**src/twm_pkg.sv**
```systemverilog
/*
  Shared constants for the two-wire master transmitter: register offsets,
  control bit positions, status codes, event bits, timing and the state type.
  Assumes a 50 MHz system clock and a byte-addressed Avalon-MM register port.
*/
`default_nettype none

package twm_pkg;

  // timing
  localparam int CLK_HZ         = 50_000_000;
  localparam int SCL_HZ         = 100_000;
  localparam int QUARTER_CYCLES = CLK_HZ / (4 * SCL_HZ);

  // register byte offsets
  localparam logic [4:0] OFS_CONTROL = 5'h00;
  localparam logic [4:0] OFS_STATUS  = 5'h04;
  localparam logic [4:0] OFS_DATA    = 5'h08;
  localparam logic [4:0] OFS_EVENT   = 5'h0C;
  localparam logic [4:0] OFS_MASK    = 5'h10;

  // two_wire_control bit positions
  localparam int CB_FLAG   = 7;
  localparam int CB_ACK_EN = 6;
  localparam int CB_START  = 5;
  localparam int CB_STOP   = 4;
  localparam int CB_WC     = 3;
  localparam int CB_ENABLE = 2;
  localparam int CB_IE     = 0;

  // reset values
  localparam logic [7:0] CONTROL_RESET = 8'h00;
  localparam logic [7:0] DATA_RESET    = 8'hFF;
  localparam logic [3:0] MASK_RESET    = 4'h0;

  // event register bits
  localparam int EVENT_W      = 4;
  localparam int EV_FLAG      = 0;
  localparam int EV_COLLISION = 1;
  localparam int EV_ARB       = 2;
  localparam int EV_STOP      = 3;

  // status codes, low three bits zero
  localparam logic [7:0] ST_START      = 8'h08;
  localparam logic [7:0] ST_RESTART    = 8'h10;
  localparam logic [7:0] ST_ADDR_ACK   = 8'h18;
  localparam logic [7:0] ST_ADDR_NACK  = 8'h20;
  localparam logic [7:0] ST_DATA_ACK   = 8'h28;
  localparam logic [7:0] ST_DATA_NACK  = 8'h30;
  localparam logic [7:0] ST_ARB_LOST   = 8'h38;
  localparam logic [7:0] ST_RADDR_ACK  = 8'h40;
  localparam logic [7:0] ST_RADDR_NACK = 8'h48;
  localparam logic [7:0] ST_IDLE       = 8'hF8;

  localparam logic [3:0] ACK_BIT_INDEX = 4'h8;

  typedef enum logic [5:0] {
    S_IDLE      = 6'b000001,
    S_WAIT_FREE = 6'b000010,
    S_START     = 6'b000100,
    S_BYTE      = 6'b001000,
    S_HOLD      = 6'b010000,
    S_STOP      = 6'b100000
  } twm_state_t;

endpackage

`default_nettype wire

```
**src/twm_master.sv**
```systemverilog
/*
  Two-wire bus master transmitter with an Avalon-MM register port.
  Software issues START, repeated START and STOP through two_wire_control,
  loads bytes into two_wire_data and reads a status code after each event.
  Assumes open-drain bus wires resolved outside (oe high pulls the wire low),
  and that the bus wires come from outside the clock domain.
*/
`default_nettype none

// Functional notes
// - start request waits for idle bus, then START
// - START sent sets flag, status 0x08
// - address byte done sets flag, 0x18/0x20/0x38
// - 0x18 address acked, 0x20 address not acked
// - 0x28 data acked, 0x30 data not acked
// - data write with flag low dropped, collision set
// - load byte and clear flag transmits it
// - stop request sends STOP, stop bit self-clears
// - start request in transmitter gives repeated START, 0x10
// - after 0x10 read address switches to receiver
// - start plus stop sends STOP then START
// - 0x38 with start low releases bus
// - 0x38 with start high waits, then START
// - transfer stalls, clock held low, while flag set, except after 0x38 when the clock is released
module twm_master
  import twm_pkg::*;
#(
  parameter int QUARTER = QUARTER_CYCLES
) (
  // clock and reset
  input  wire logic        clk,
  input  wire logic        reset,
  // avalon-mm slave
  input  wire logic [4:0]  address,
  input  wire logic        read,
  input  wire logic        write,
  input  wire logic [31:0] writedata,
  input  wire logic [3:0]  byteenable,
  output logic      [31:0] readdata,
  output logic             waitrequest,
  // two-wire bus
  input  wire logic        scl_in,
  output logic             scl_out,
  output logic             scl_oe,
  input  wire logic        sda_in,
  output logic             sda_out,
  output logic             sda_oe,
  // system
  output logic             irq,
  output logic             receiver_mode
);

  twm_state_t         state;
  logic [7:0]         control;
  logic [7:0]         data;
  logic [7:0]         status;
  logic [7:0]         shift;
  logic [EVENT_W-1:0] events;
  logic [EVENT_W-1:0] mask;
  logic [EVENT_W-1:0] new_events;
  logic [1:0]         phase;
  logic [3:0]         bit_cnt;
  logic               ack_q;
  logic               req;
  logic               take;
  logic               wr_ctl;
  logic               wr_data;
  logic               wr_mask;
  logic               rd_event;
  logic               scl_s;
  logic               sda_s;
  logic               scl_d;
  logic               sda_d;
  logic               bus_busy;
  logic               tick;
  logic               drive_scl;
  logic               drive_sda;
  logic               owner;
  logic               addr_phase;
  logic               rw_bit;
  logic               ack_ok;
  logic               flag_set;
  logic               stop_done;
  logic               arb_ev;
  logic               enabled;
  logic               flag;

  assign enabled = control[CB_ENABLE];
  assign flag    = control[CB_FLAG];

  // bus slave: one wait state per access
  assign req         = read | write;
  assign waitrequest = req & ~ack_q;
  assign take        = req & ack_q;
  assign wr_ctl      = take & write & byteenable[0] & (address == OFS_CONTROL);
  assign wr_data     = take & write & byteenable[0] & (address == OFS_DATA);
  assign wr_mask     = take & write & byteenable[0] & (address == OFS_MASK);
  assign rd_event    = take & read & (address == OFS_EVENT);

  always_ff @(posedge clk) begin
    if (reset) begin
      ack_q <= 1'b0;
    end else begin
      ack_q <= req & ~ack_q;
    end
  end

  always_ff @(posedge clk) begin
    if (reset) begin
      readdata <= 32'h00000000;
    end else if (req & ~ack_q) begin
      case (address)
        OFS_CONTROL: readdata <= {24'h000000, control};
        OFS_STATUS:  readdata <= {24'h000000, status[7:3], 3'h0};
        OFS_DATA:    readdata <= {24'h000000, data};
        OFS_EVENT:   readdata <= {{(32 - EVENT_W){1'b0}}, events};
        OFS_MASK:    readdata <= {{(32 - EVENT_W){1'b0}}, mask};
        default:     readdata <= 32'h00000000;
      endcase
    end
  end

  // control: write-one clears flag, hardware set wins
  always_ff @(posedge clk) begin
    if (reset) begin
      control <= CONTROL_RESET;
    end else begin
      if (wr_ctl) begin
        control[CB_ACK_EN] <= writedata[CB_ACK_EN];
        control[CB_START]  <= writedata[CB_START];
        control[CB_STOP]   <= writedata[CB_STOP];
        control[CB_ENABLE] <= writedata[CB_ENABLE];
        control[CB_IE]     <= writedata[CB_IE];
        if (writedata[CB_FLAG]) begin
          control[CB_FLAG] <= 1'b0;
        end
      end
      if (wr_data) begin
        control[CB_WC] <= ~flag;
      end
      if (stop_done) begin
        control[CB_STOP] <= 1'b0;
      end
      if (flag_set) begin
        control[CB_FLAG] <= 1'b1;
      end
    end
  end

  // data register accepts writes only while flag is high
  always_ff @(posedge clk) begin
    if (reset) begin
      data <= DATA_RESET;
    end else if (wr_data && flag) begin
      data <= writedata[7:0];
    end
  end

  always_ff @(posedge clk) begin
    if (reset) begin
      mask <= MASK_RESET;
    end else if (wr_mask) begin
      mask <= writedata[EVENT_W-1:0];
    end
  end

  // sticky events; a read clears only bits it returned
  assign new_events = {stop_done, arb_ev, wr_data & ~flag, flag_set};

  always_ff @(posedge clk) begin
    if (reset) begin
      events <= '0;
    end else if (rd_event) begin
      events <= (events & ~readdata[EVENT_W-1:0]) | new_events;
    end else begin
      events <= events | new_events;
    end
  end

  assign irq = (|(events & mask)) | (flag & control[CB_IE]);

  // bus wires and idle tracking
  twm_sync #(
    .WIDTH       (2),
    .RESET_VALUE (2'h3)
  ) u_sync (
    .clk      (clk),
    .reset    (reset),
    .async_in ({scl_in, sda_in}),
    .sync_out ({scl_s, sda_s})
  );

  always_ff @(posedge clk) begin
    if (reset) begin
      scl_d <= 1'b1;
      sda_d <= 1'b1;
    end else begin
      scl_d <= scl_s;
      sda_d <= sda_s;
    end
  end

  always_ff @(posedge clk) begin
    if (reset) begin
      bus_busy <= 1'b0;
    end else if (scl_s && scl_d && sda_d && !sda_s) begin
      bus_busy <= 1'b1;
    end else if (scl_s && scl_d && !sda_d && sda_s) begin
      bus_busy <= 1'b0;
    end
  end

  twm_tick #(
    .COUNT (QUARTER)
  ) u_tick (
    .clk   (clk),
    .reset (reset),
    .run   (enabled),
    .tick  (tick)
  );

  assign scl_out = 1'b0;
  assign sda_out = 1'b0;
  assign scl_oe  = drive_scl;
  assign sda_oe  = drive_sda;

  // bus sequencer, four quarter-bit phases per bit
  always_ff @(posedge clk) begin
    if (reset || !enabled) begin
      state         <= S_IDLE;
      phase         <= 2'h0;
      bit_cnt       <= 4'h0;
      shift         <= DATA_RESET;
      drive_scl     <= 1'b0;
      drive_sda     <= 1'b0;
      status        <= ST_IDLE;
      owner         <= 1'b0;
      addr_phase    <= 1'b0;
      rw_bit        <= 1'b0;
      ack_ok        <= 1'b0;
      receiver_mode <= 1'b0;
      flag_set      <= 1'b0;
      stop_done     <= 1'b0;
      arb_ev        <= 1'b0;
    end else begin
      flag_set  <= 1'b0;
      stop_done <= 1'b0;
      arb_ev    <= 1'b0;
      case (state)
        S_IDLE: begin
          if (control[CB_START] && !flag && !flag_set) begin
            state <= S_WAIT_FREE;
          end
        end
        S_WAIT_FREE: begin
          if (!bus_busy && tick) begin
            state <= S_START;
            phase <= 2'h0;
          end
        end
        S_START: begin
          if (tick) begin
            case (phase)
              2'h0: begin
                drive_sda <= 1'b0;
                phase     <= 2'h1;
              end
              2'h1: begin
                drive_scl <= 1'b0;
                if (scl_s) begin
                  phase <= 2'h2;
                end
              end
              2'h2: begin
                drive_sda <= 1'b1;
                phase     <= 2'h3;
              end
              default: begin
                drive_scl <= 1'b1;
                status    <= owner ? ST_RESTART : ST_START;
                owner     <= 1'b1;
                flag_set  <= 1'b1;
                state     <= S_HOLD;
                phase     <= 2'h0;
              end
            endcase
          end
        end
        S_HOLD: begin
          // clock stays low until software clears the flag, except after arbitration loss (0x38), when it is released
          if (!flag && !flag_set) begin
            if (status == ST_ARB_LOST) begin
              owner <= 1'b0;
              state <= control[CB_START] ? S_WAIT_FREE : S_IDLE;
            end else if (control[CB_STOP]) begin
              state <= S_STOP;
              phase <= 2'h0;
            end else if (control[CB_START]) begin
              state <= S_START;
              phase <= 2'h0;
            end else begin
              shift      <= data;
              rw_bit     <= data[0];
              addr_phase <= (status == ST_START) || (status == ST_RESTART);
              bit_cnt    <= 4'h0;
              phase      <= 2'h0;
              state      <= S_BYTE;
            end
          end
        end
        S_BYTE: begin
          if (tick) begin
            case (phase)
              2'h0: begin
                drive_sda <= (bit_cnt == ACK_BIT_INDEX) ? 1'b0 : ~shift[7];
                phase     <= 2'h1;
              end
              2'h1: begin
                drive_scl <= 1'b0;
                if (scl_s) begin
                  phase <= 2'h2;
                end
              end
              2'h2: begin
                if (bit_cnt == ACK_BIT_INDEX) begin
                  ack_ok <= ~sda_s;
                  phase  <= 2'h3;
                end else if (!drive_sda && !sda_s) begin
                  // another master drove low: back off the bus
                  drive_sda <= 1'b0;
                  owner     <= 1'b0;
                  status    <= ST_ARB_LOST;
                  flag_set  <= 1'b1;
                  arb_ev    <= 1'b1;
                  state     <= S_HOLD;
                  phase     <= 2'h0;
                end else begin
                  phase <= 2'h3;
                end
              end
              default: begin
                drive_scl <= 1'b1;
                phase     <= 2'h0;
                if (bit_cnt == ACK_BIT_INDEX) begin
                  if (addr_phase && rw_bit) begin
                    status        <= ack_ok ? ST_RADDR_ACK : ST_RADDR_NACK;
                    receiver_mode <= 1'b1;
                  end else if (addr_phase) begin
                    status <= ack_ok ? ST_ADDR_ACK : ST_ADDR_NACK;
                  end else begin
                    status <= ack_ok ? ST_DATA_ACK : ST_DATA_NACK;
                  end
                  flag_set <= 1'b1;
                  state    <= S_HOLD;
                end else begin
                  shift   <= {shift[6:0], 1'b0};
                  bit_cnt <= bit_cnt + 4'h1;
                end
              end
            endcase
          end
        end
        S_STOP: begin
          if (tick) begin
            case (phase)
              2'h0: begin
                drive_sda <= 1'b1;
                phase     <= 2'h1;
              end
              2'h1: begin
                drive_scl <= 1'b0;
                if (scl_s) begin
                  phase <= 2'h2;
                end
              end
              2'h2: begin
                drive_sda <= 1'b0;
                phase     <= 2'h3;
              end
              default: begin
                stop_done     <= 1'b1;
                owner         <= 1'b0;
                receiver_mode <= 1'b0;
                status        <= ST_IDLE;
                phase         <= 2'h0;
                state         <= control[CB_START] ? S_WAIT_FREE : S_IDLE;
              end
            endcase
          end
        end
        default: begin
          state <= S_IDLE;
        end
      endcase
    end
  end
endmodule

`default_nettype wire

```
**src/twm_sync.sv**
```systemverilog
/*
  Two-flop synchroniser for a group of asynchronous input levels.
  Assumes the inputs are quasi-static compared with the clock.
*/
`default_nettype none

module twm_sync #(
  parameter int               WIDTH       = 2,
  parameter logic [WIDTH-1:0] RESET_VALUE = '1
) (
  // clock and reset
  input  wire logic             clk,
  input  wire logic             reset,
  // levels
  input  wire logic [WIDTH-1:0] async_in,
  output logic      [WIDTH-1:0] sync_out
);

  logic [WIDTH-1:0] meta;

  generate
    for (genvar i = 0; i < WIDTH; i++) begin : g_bit
      always_ff @(posedge clk) begin
        if (reset) begin
          meta[i]     <= RESET_VALUE[i];
          sync_out[i] <= RESET_VALUE[i];
        end else begin
          meta[i]     <= async_in[i];
          sync_out[i] <= meta[i];
        end
      end
    end
  endgenerate

endmodule

`default_nettype wire

```
**src/twm_tick.sv**
```systemverilog
/*
  Divider giving a one-cycle enable pulse every COUNT clocks while run is high.
  Assumes COUNT of at least one.
*/
`default_nettype none

module twm_tick #(
  parameter int COUNT = 125
) (
  // clock and reset
  input  wire logic clk,
  input  wire logic reset,
  // control
  input  wire logic run,
  output logic      tick
);

  localparam int CW = $clog2(COUNT + 1);

  logic [CW-1:0] cnt;

  always_ff @(posedge clk) begin
    if (reset || !run) begin
      cnt  <= '0;
      tick <= 1'b0;
    end else if (cnt == CW'(COUNT - 1)) begin
      cnt  <= '0;
      tick <= 1'b1;
    end else begin
      cnt  <= cnt + CW'(1);
      tick <= 1'b0;
    end
  end

endmodule

`default_nettype wire

```
**config.mk**
```make
export PLATFORM = sky130hd
export DESIGN_NAME = twm_master
export DESIGN_NICKNAME = d
export VERILOG_FILES = /design/src/twm_pkg.sv /design/src/twm_master.sv /design/src/twm_sync.sv /design/src/twm_tick.sv
export SDC_FILE = /design/constraint.sdc
export NUM_CORES = 1
export LEC_CHECK = 0
export BUFFER_PORTS_ARGS = -buffer_cell sky130_fd_sc_hd__buf_2
export CAP_MARGIN = 25
export CORE_MARGIN = 2
export CORE_UTILIZATION = 41
export CTS_CLUSTER_DIAMETER = 100
export DETAILED_ROUTE_END_ITERATION = 10
export SLEW_MARGIN = 20
export SYNTH_ARGS = -nofsm -noshare
export SYNTH_HDL_FRONTEND = slang
export SYNTH_SLANG_ARGS = --single-unit
```
**constraint.sdc**
```tcl
create_clock -name clk -period 5.1 [get_ports clk]
set_clock_uncertainty 0.05 [all_clocks]
set_input_delay 0.255 -clock clk [delete_from_list [all_inputs] [get_ports clk]]
set_output_delay 0.255 -clock clk [all_outputs]
set_load 0.02 [all_outputs]
```
# --- After elaboration in Yosys (flattened, before gate mapping) ---
# Index checks and enable logic that the tools add are counted.
totals:
  regBits: 109
  input_bits: 47
  output_inout_bits: 39
  elab_cells: 268
op_classes:
  n_addsub: 2
  eq_ne: 46
  mux: 105
  n_bitwise: 29
  n_reduce_logical: 53
op_table:
  columns: ["operator", "count"]
  rows:
  - ["$mux W8", 15]
  - ["$mux W6", 15]
  - ["$mux W4", 11]
  - ["$pmux W8 S5", 1]
  - ["$ne A2 B2 Y1 const B", 18]
  - ["$pmux W6 S6", 1]
  - ["$mux W1", 32]
  - ["$pmux W8 S2", 2]
  - ["$pmux W8 S3", 1]
  - ["$mux W2", 9]
  - ["$pmux W1 S2", 8]
  - ["$ne A3 B3 Y1 const B", 5]
  - ["$reduce_or A2 Y1", 7]
  - ["$logic_and A1 B1 Y1", 12]
  - ["$pmux W2 S3", 2]
  - ["$pmux W6 S2", 1]
  - ["$reduce_and A12 Y1", 1]
  - ["$reduce_bool A2 Y1", 6]
  - ["$and A1 B1 Y1", 11]
  - ["$not A1 Y1", 11]
  - ["$reduce_and A11 Y1", 1]
  - ["$eq A5 B4 Y1 const B", 2]
  - ["$mux W5", 2]
  - ["$ne A2 B1 Y1 const B", 5]
  - ["43 further kinds", 56]

# --- Longest topological paths before layout ---
depth:
  depth_word: 8
  mapped_depth: 9
  depth_no_buf: 7

# --- Hierarchy ---
# A second synthesis with hierarchy kept.
hier_totals:
  cells_unflattened: 507
  hier_area_um2: 4220.3
by_module_without_submodules:
  columns: ["mod", "instances", "cells_per_inst", "area_each_um2", "seq_area_each_um2"]
  rows:
  - ["twm_master", 1, 461, 3777.4, 1401.3]
  - ["twm_tick", 1, 38, 337.8, 160.2]
  - ["twm_sync", 1, 8, 105.1, 80.1]

# --- Least setup slack after synthesis ---
# OpenSTA, ideal clock, no wires.
synth_timing:
  kind: "flip-flop to flip-flop"
  from: "reg state[2]"
  to: "reg bit_cnt[0]"
  setup_time_ns: 0.115
  arrival_ns: 1.960
  required_ns: 4.935
  setup_slack_ns: 2.975
  stages_incl_launch_ff: 9
  n_path_buf: 3
  period_less_slack_ns: 2.125
  path_cell_list: "dfxtp_1 -> buf_6 -> or4b_4 -> or4_4 -> o221ai_2 -> buf_6 -> buf_12 -> xnor2_1 -> nor2_2"
synth_via:
  elab_chain_len: 3
  elab_cells_between_ends: 12
  classes_between: "eq/ne: 9; mux: 1; reduce/logical: 2"
synth_lines:
  columns: ["item", "line_no", "rtl"]
  rows:
  - ["from (decl)", "twm_master.sv:53", "twm_state_t state;"]
  - ["from (signal assigned)", "twm_master.sv:294", "state <= control[CB_START] ? S_WAIT_FREE : S_IDLE;"]
  - ["from (signal assigned)", "twm_master.sv:386", "state <= control[CB_START] ? S_WAIT_FREE : S_IDLE;"]
  - ["$eq A6 B4 Y1 or $eq A6 B5 Y1 (tied branches)", "twm_master.sv:249", "case (state)"]
  - ["$ne A2 B2 Y1 (no line), or another cell as far along", null, null]
  - ["$reduce_and A8 Y1 (no line)", null, null]
  - ["to (signal assigned)", "twm_master.sv:357", "bit_cnt <= bit_cnt + 4'h1;"]
  - ["to (decl)", "twm_master.sv:62", "logic [3:0] bit_cnt;"]
# Several ways; a longest one is shown, not always the timed one.
# A chain may end at the register's enable or synchronous reset.

# --- Worst setup path after layout ---
layout_timing:
  from: "reg state[0]"
  to: "reg bit_cnt[3]"
# The elaborated chain is that of the path after synthesis.

==> out/results.txt <==
The leakage dissipation came out at 1.803 nW. By area the synthesized netlist is led by sky130_fd_sc_hd__dfxtp_1, sky130_fd_sc_hd__nor2_1, sky130_fd_sc_hd__mux2i_1. Counting every instance in the synthesized netlist gives 502. The HPWL after detailed placement is 7.062 mm. The maximum VDD drop was 0.1512 mV.

The startpoint identified for the worst register-to-register timing path is state[0]$_SDFFE_PP1P_. Kind of end point of the critical path: a flip-flop. The floorplan has 36 rows. Once the clock tree was built, the resizer swapped 0 gates to a different size. The classification of the worst setup path is reg2reg.

In the final timing run, aggregate negative setup slack is 0 ps. The largest individual stage delay along the critical path comes from the cell sky130_fd_sc_hd__o221ai_2. The clock passes through at most 2 buffers. Leaving out fill and tap cells, the most frequent cells in the layout are sky130_fd_sc_hd__dfxtp_1, sky130_fd_sc_hd__nor2_1, sky130_fd_sc_hd__nand2_1.

At the end of routability-driven placement, the weighted congestion stood at 0.8471. Traced cell by cell, the critical path runs through nor4_1 -> nand2b_1 -> o221ai_2 -> o21ai_0 -> a21oi_1. The maximum clock frequency came out at 0.3342 GHz. Hold timing on the final database bottoms out at a slack of 34.76 ps.

In this run the post-CTS setup repair buffer count came out at 0. TritonCTS built the clock tree. Counting the fill cells in the layout gives 980. From left edge to right edge, the die measures 105.4 um. The chip height works out to 105.4 um. The first TritonRoute pass finished after 4 iterations.

In the final routed layout, each cell accounts on average for 14.96 um. The worst hold path passes through 2 cells. In this run the worst path has a maximum fanout of 21. Global routing used 3.154% of the available met3 tracks. The area share of the largest cell type after synthesis was 38.98%.

The average via count per standard cell works out to 5.422. The synthesized design contains 0 enable-type register cells. The synthesized design spends more area on one cell type than any other, namely sky130_fd_sc_hd__dfxtp_1.

After layout, the minimum clock period comes to 2992 ps. Setup violations remaining at the end of the flow were counted as 0. Among all flip-flop cells after synthesis, the most frequent one is sky130_fd_sc_hd__dfxtp_1. The commonest non-fill, non-tap cell in the layout is sky130_fd_sc_hd__dfxtp_1.

The max-slew violation count was 0; the largest net degree at the start of global routing was 42. The logic depth of the worst register-to-register path came out at 5. The routing usage on met1 is 25.34%, and the remaining antenna violation count after routing is 0. The tools report the area enclosed by the die boundary as 11,100 um2. The critical hold path startpoint was sda_in. The core region is 9864 um2. The net count of the finished layout is 566. Summed over all layers, the routed wires come to 9.736 mm.

For this configuration, the core starts out at a cell density of 42.69%. For the yosys synthesis warning count, the log shows 0. 86 I/O pins were placed. After detailed routing, the number of remaining DRC violations is 0. After synthesis, the share of flip-flops with an asynchronous set or reset is 0%. The worst setup path is launched from a flip-flop. The tools report the initial antenna violation count as 0. Across every metal layer, demand over resource in global routing totals 18.01%.

In the final layout, the share of cells above drive strength 1 is 12.74%. The capturing point of the worst reg2reg path was bit_cnt[3]$_SDFFE_PP0P_. The layer carrying the most global-route usage was met2. The worst hold path terminates at u_sync.meta[0]$_SDFF_PP1_. Grouping stages by cell kind, the critical path spends the most delay in compound AO/OA/AOI/OAI gates.

The synthesized design contains 82 register bits. The buffering stage count on the worst path with inverters included works out to 0. The post-place setup slack is 2192 ps. Setup repair after global routing left no endpoint under its margin. In this run the cell area of the synthesized design comes to 4212 um2. In this run the power density over the cells is 262.9 nW/um2. The logs give 82 for the number of clock sinks and 27.74% for the met2 usage.

The arrival time of data at the critical path endpoint is 3220 ps, and the core occupancy in the finished layout is 45.26%. The flow ran to the end, and the final reports show no timing, DRC or antenna violations. The global route total overflow was 0. Across all setup checks in the final design, the least slack found is 2108 ps.

The via count of the first global-routing pass was 3,203; the number of inserted diodes was 0. The post-synthesis to final-layout area growth was 6.001%; the required time of the worst setup path was 5330 ps. Root cell of the clock tree: sky130_fd_sc_hd__clkbuf_8. Across the run, the number of max-cap violations was 0. The maximum cell stage delay along the critical path came out at 870 ps. Headroom to the max-slew limit: 34.85%. At the pin with the least slew margin, the transition time is 969.2 ps.

After the first detailed-routing iteration, the DRC count stood at 279. In this run the number of H-tree levels came out at 3. Across the whole layout, storage elements account for 1642 um2. Clock tree synthesis inserted a total of 9 buffers. After clock tree synthesis, the flow added hold-fix buffers numbering 0. In this run, distinct cell masters in the synthesized netlist total 65.

The worst hold path belongs to the class in2reg. The tools report the count of endpoints failing hold in the final timing report as 0. Port buffering added 32 buffers. Register clock-pin slew on the reported worst setup and hold paths: 80 ps. The multi-input combinational cells in the finished layout cover a total of 2252 um2. The logs give 16.22 mm for the wire length of the first global-routing pass and 2110 ps for the internal reg-to-reg setup slack. The sequential fraction of the synthesis area was 38.98%; the synthesized area per cell was 8.390 um2.

The worst path uses 58.67% of the clock period. At the later pin of the worst-skew pair, clock insertion delay measures 350 ps. The routed layout has 3,530 vias.
## where the power goes
part	switching, mW	total, mW	internal, mW
Combinational	0.0479	0.0678	0.0199
Clock	0.233	0.456	0.223
Sequential	0.00400	0.649	0.645
## area by class of cell
class | count | area share (%)
clock buffers | 10 | 2.859
clock inverters | 5 | 1.261
inverters | 14 | 1.177
multi-input cells | 374 | 50.45
flip-flops and latches | 82 | 36.77
well taps | 133 | 3.728
repair buffers | 33 | 3.756
## worst reg2reg max path, cell delays in order, from the launching register on
cell	delay, ps
sky130_fd_sc_hd__dfxtp_1	450
sky130_fd_sc_hd__nor4_1	590
sky130_fd_sc_hd__nand2b_1	570
sky130_fd_sc_hd__o221ai_2	870
sky130_fd_sc_hd__o21ai_0	250
sky130_fd_sc_hd__a21oi_1	160
## flip-flops by register name, indices dropped and copies added (netlist names), 2 cells and up
name             count
control              7
u_sync.sync_out      2
u_sync.meta          2
data                 8
mask                 4
events               4
readdata             8
state                6
phase                2
bit_cnt              4
status               5
shift                8
u_tick.cnt           7
## kinds of logic (layout without fill, tap and decap cells)
group / Yosys count / in the layout / synth area share, %
flip-flops: 82 / 82 / 38.98
multiplexers: 29 / 29 / 6.952
buffers and inverters: 71 / 62 / 9.774
AO/OA/AOI/OAI: 92 / 92 / 15.78
other: 1 / 26 / 0.08904
AND/OR/NAND/NOR: 210 / 210 / 24.45
XOR/XNOR: 12 / 12 / 2.496
adder cells (fa/ha/maj): 5 / 5 / 1.485
## worst max-delay path by stage
stage                                startpoint                 endpoint  slack [ps]  cells past startpoint
after detailed placement  state[0]$_SDFFE_PP1P_  bit_cnt[1]$_SDFFE_PP0P_        2190                      5
after CTS                 state[0]$_SDFFE_PP1P_  bit_cnt[1]$_SDFFE_PP0P_        2160                      5
final                     state[0]$_SDFFE_PP1P_  bit_cnt[3]$_SDFFE_PP0P_        2110                      5
after global placement    state[0]$_SDFFE_PP1P_    shift[5]$_SDFFE_PP1P_        2290                      4
after global routing      state[0]$_SDFFE_PP1P_  bit_cnt[3]$_SDFFE_PP0P_        1870                      5
after floorplan           state[2]$_SDFFE_PP0P_  bit_cnt[0]$_SDFFE_PP0P_        2970                      8
## Yosys cell counts, types with 9 or more instances
master	number
sky130_fd_sc_hd__dfxtp_1	82
sky130_fd_sc_hd__nor2_1	79
sky130_fd_sc_hd__nand2_1	40
sky130_fd_sc_hd__buf_4	28
sky130_fd_sc_hd__mux2i_1	27
sky130_fd_sc_hd__clkbuf_1	18
sky130_fd_sc_hd__a21oi_1	16
sky130_fd_sc_hd__nand3_1	16
sky130_fd_sc_hd__o21ai_0	14
sky130_fd_sc_hd__inv_1	13
sky130_fd_sc_hd__and3_1	12
sky130_fd_sc_hd__nor3_1	10
sky130_fd_sc_hd__o311ai_0	9
## routing by layer
| metal | vias to the layer above | wire length (um) | share of wire, % |
|---|---|---|---|
| met1 | 1660 | 4821 | 50 |
| met2 | 114 | 4371 | 45 |
| met4 | 0 | 119 | 1.2 |
| li1 | 1747 | - | - |
| met5 | - | 0 | 0 |
| met3 | 9 | 424 | 4.4 |
## through the flow
stage / std cells / total power [mW] / instance area (um2)
floorplan: 527 / 0.7294 / 4305
global placement: 636 / 0.7318 / 4280
detailed placement: 636 / 0.7324 / 4280
CTS: 651 / 1.191 / 4464
global route: 651 / 1.222 / 4464
finish: 651 / 1.173 / 4464
Power figures use the tool's default switching activity.
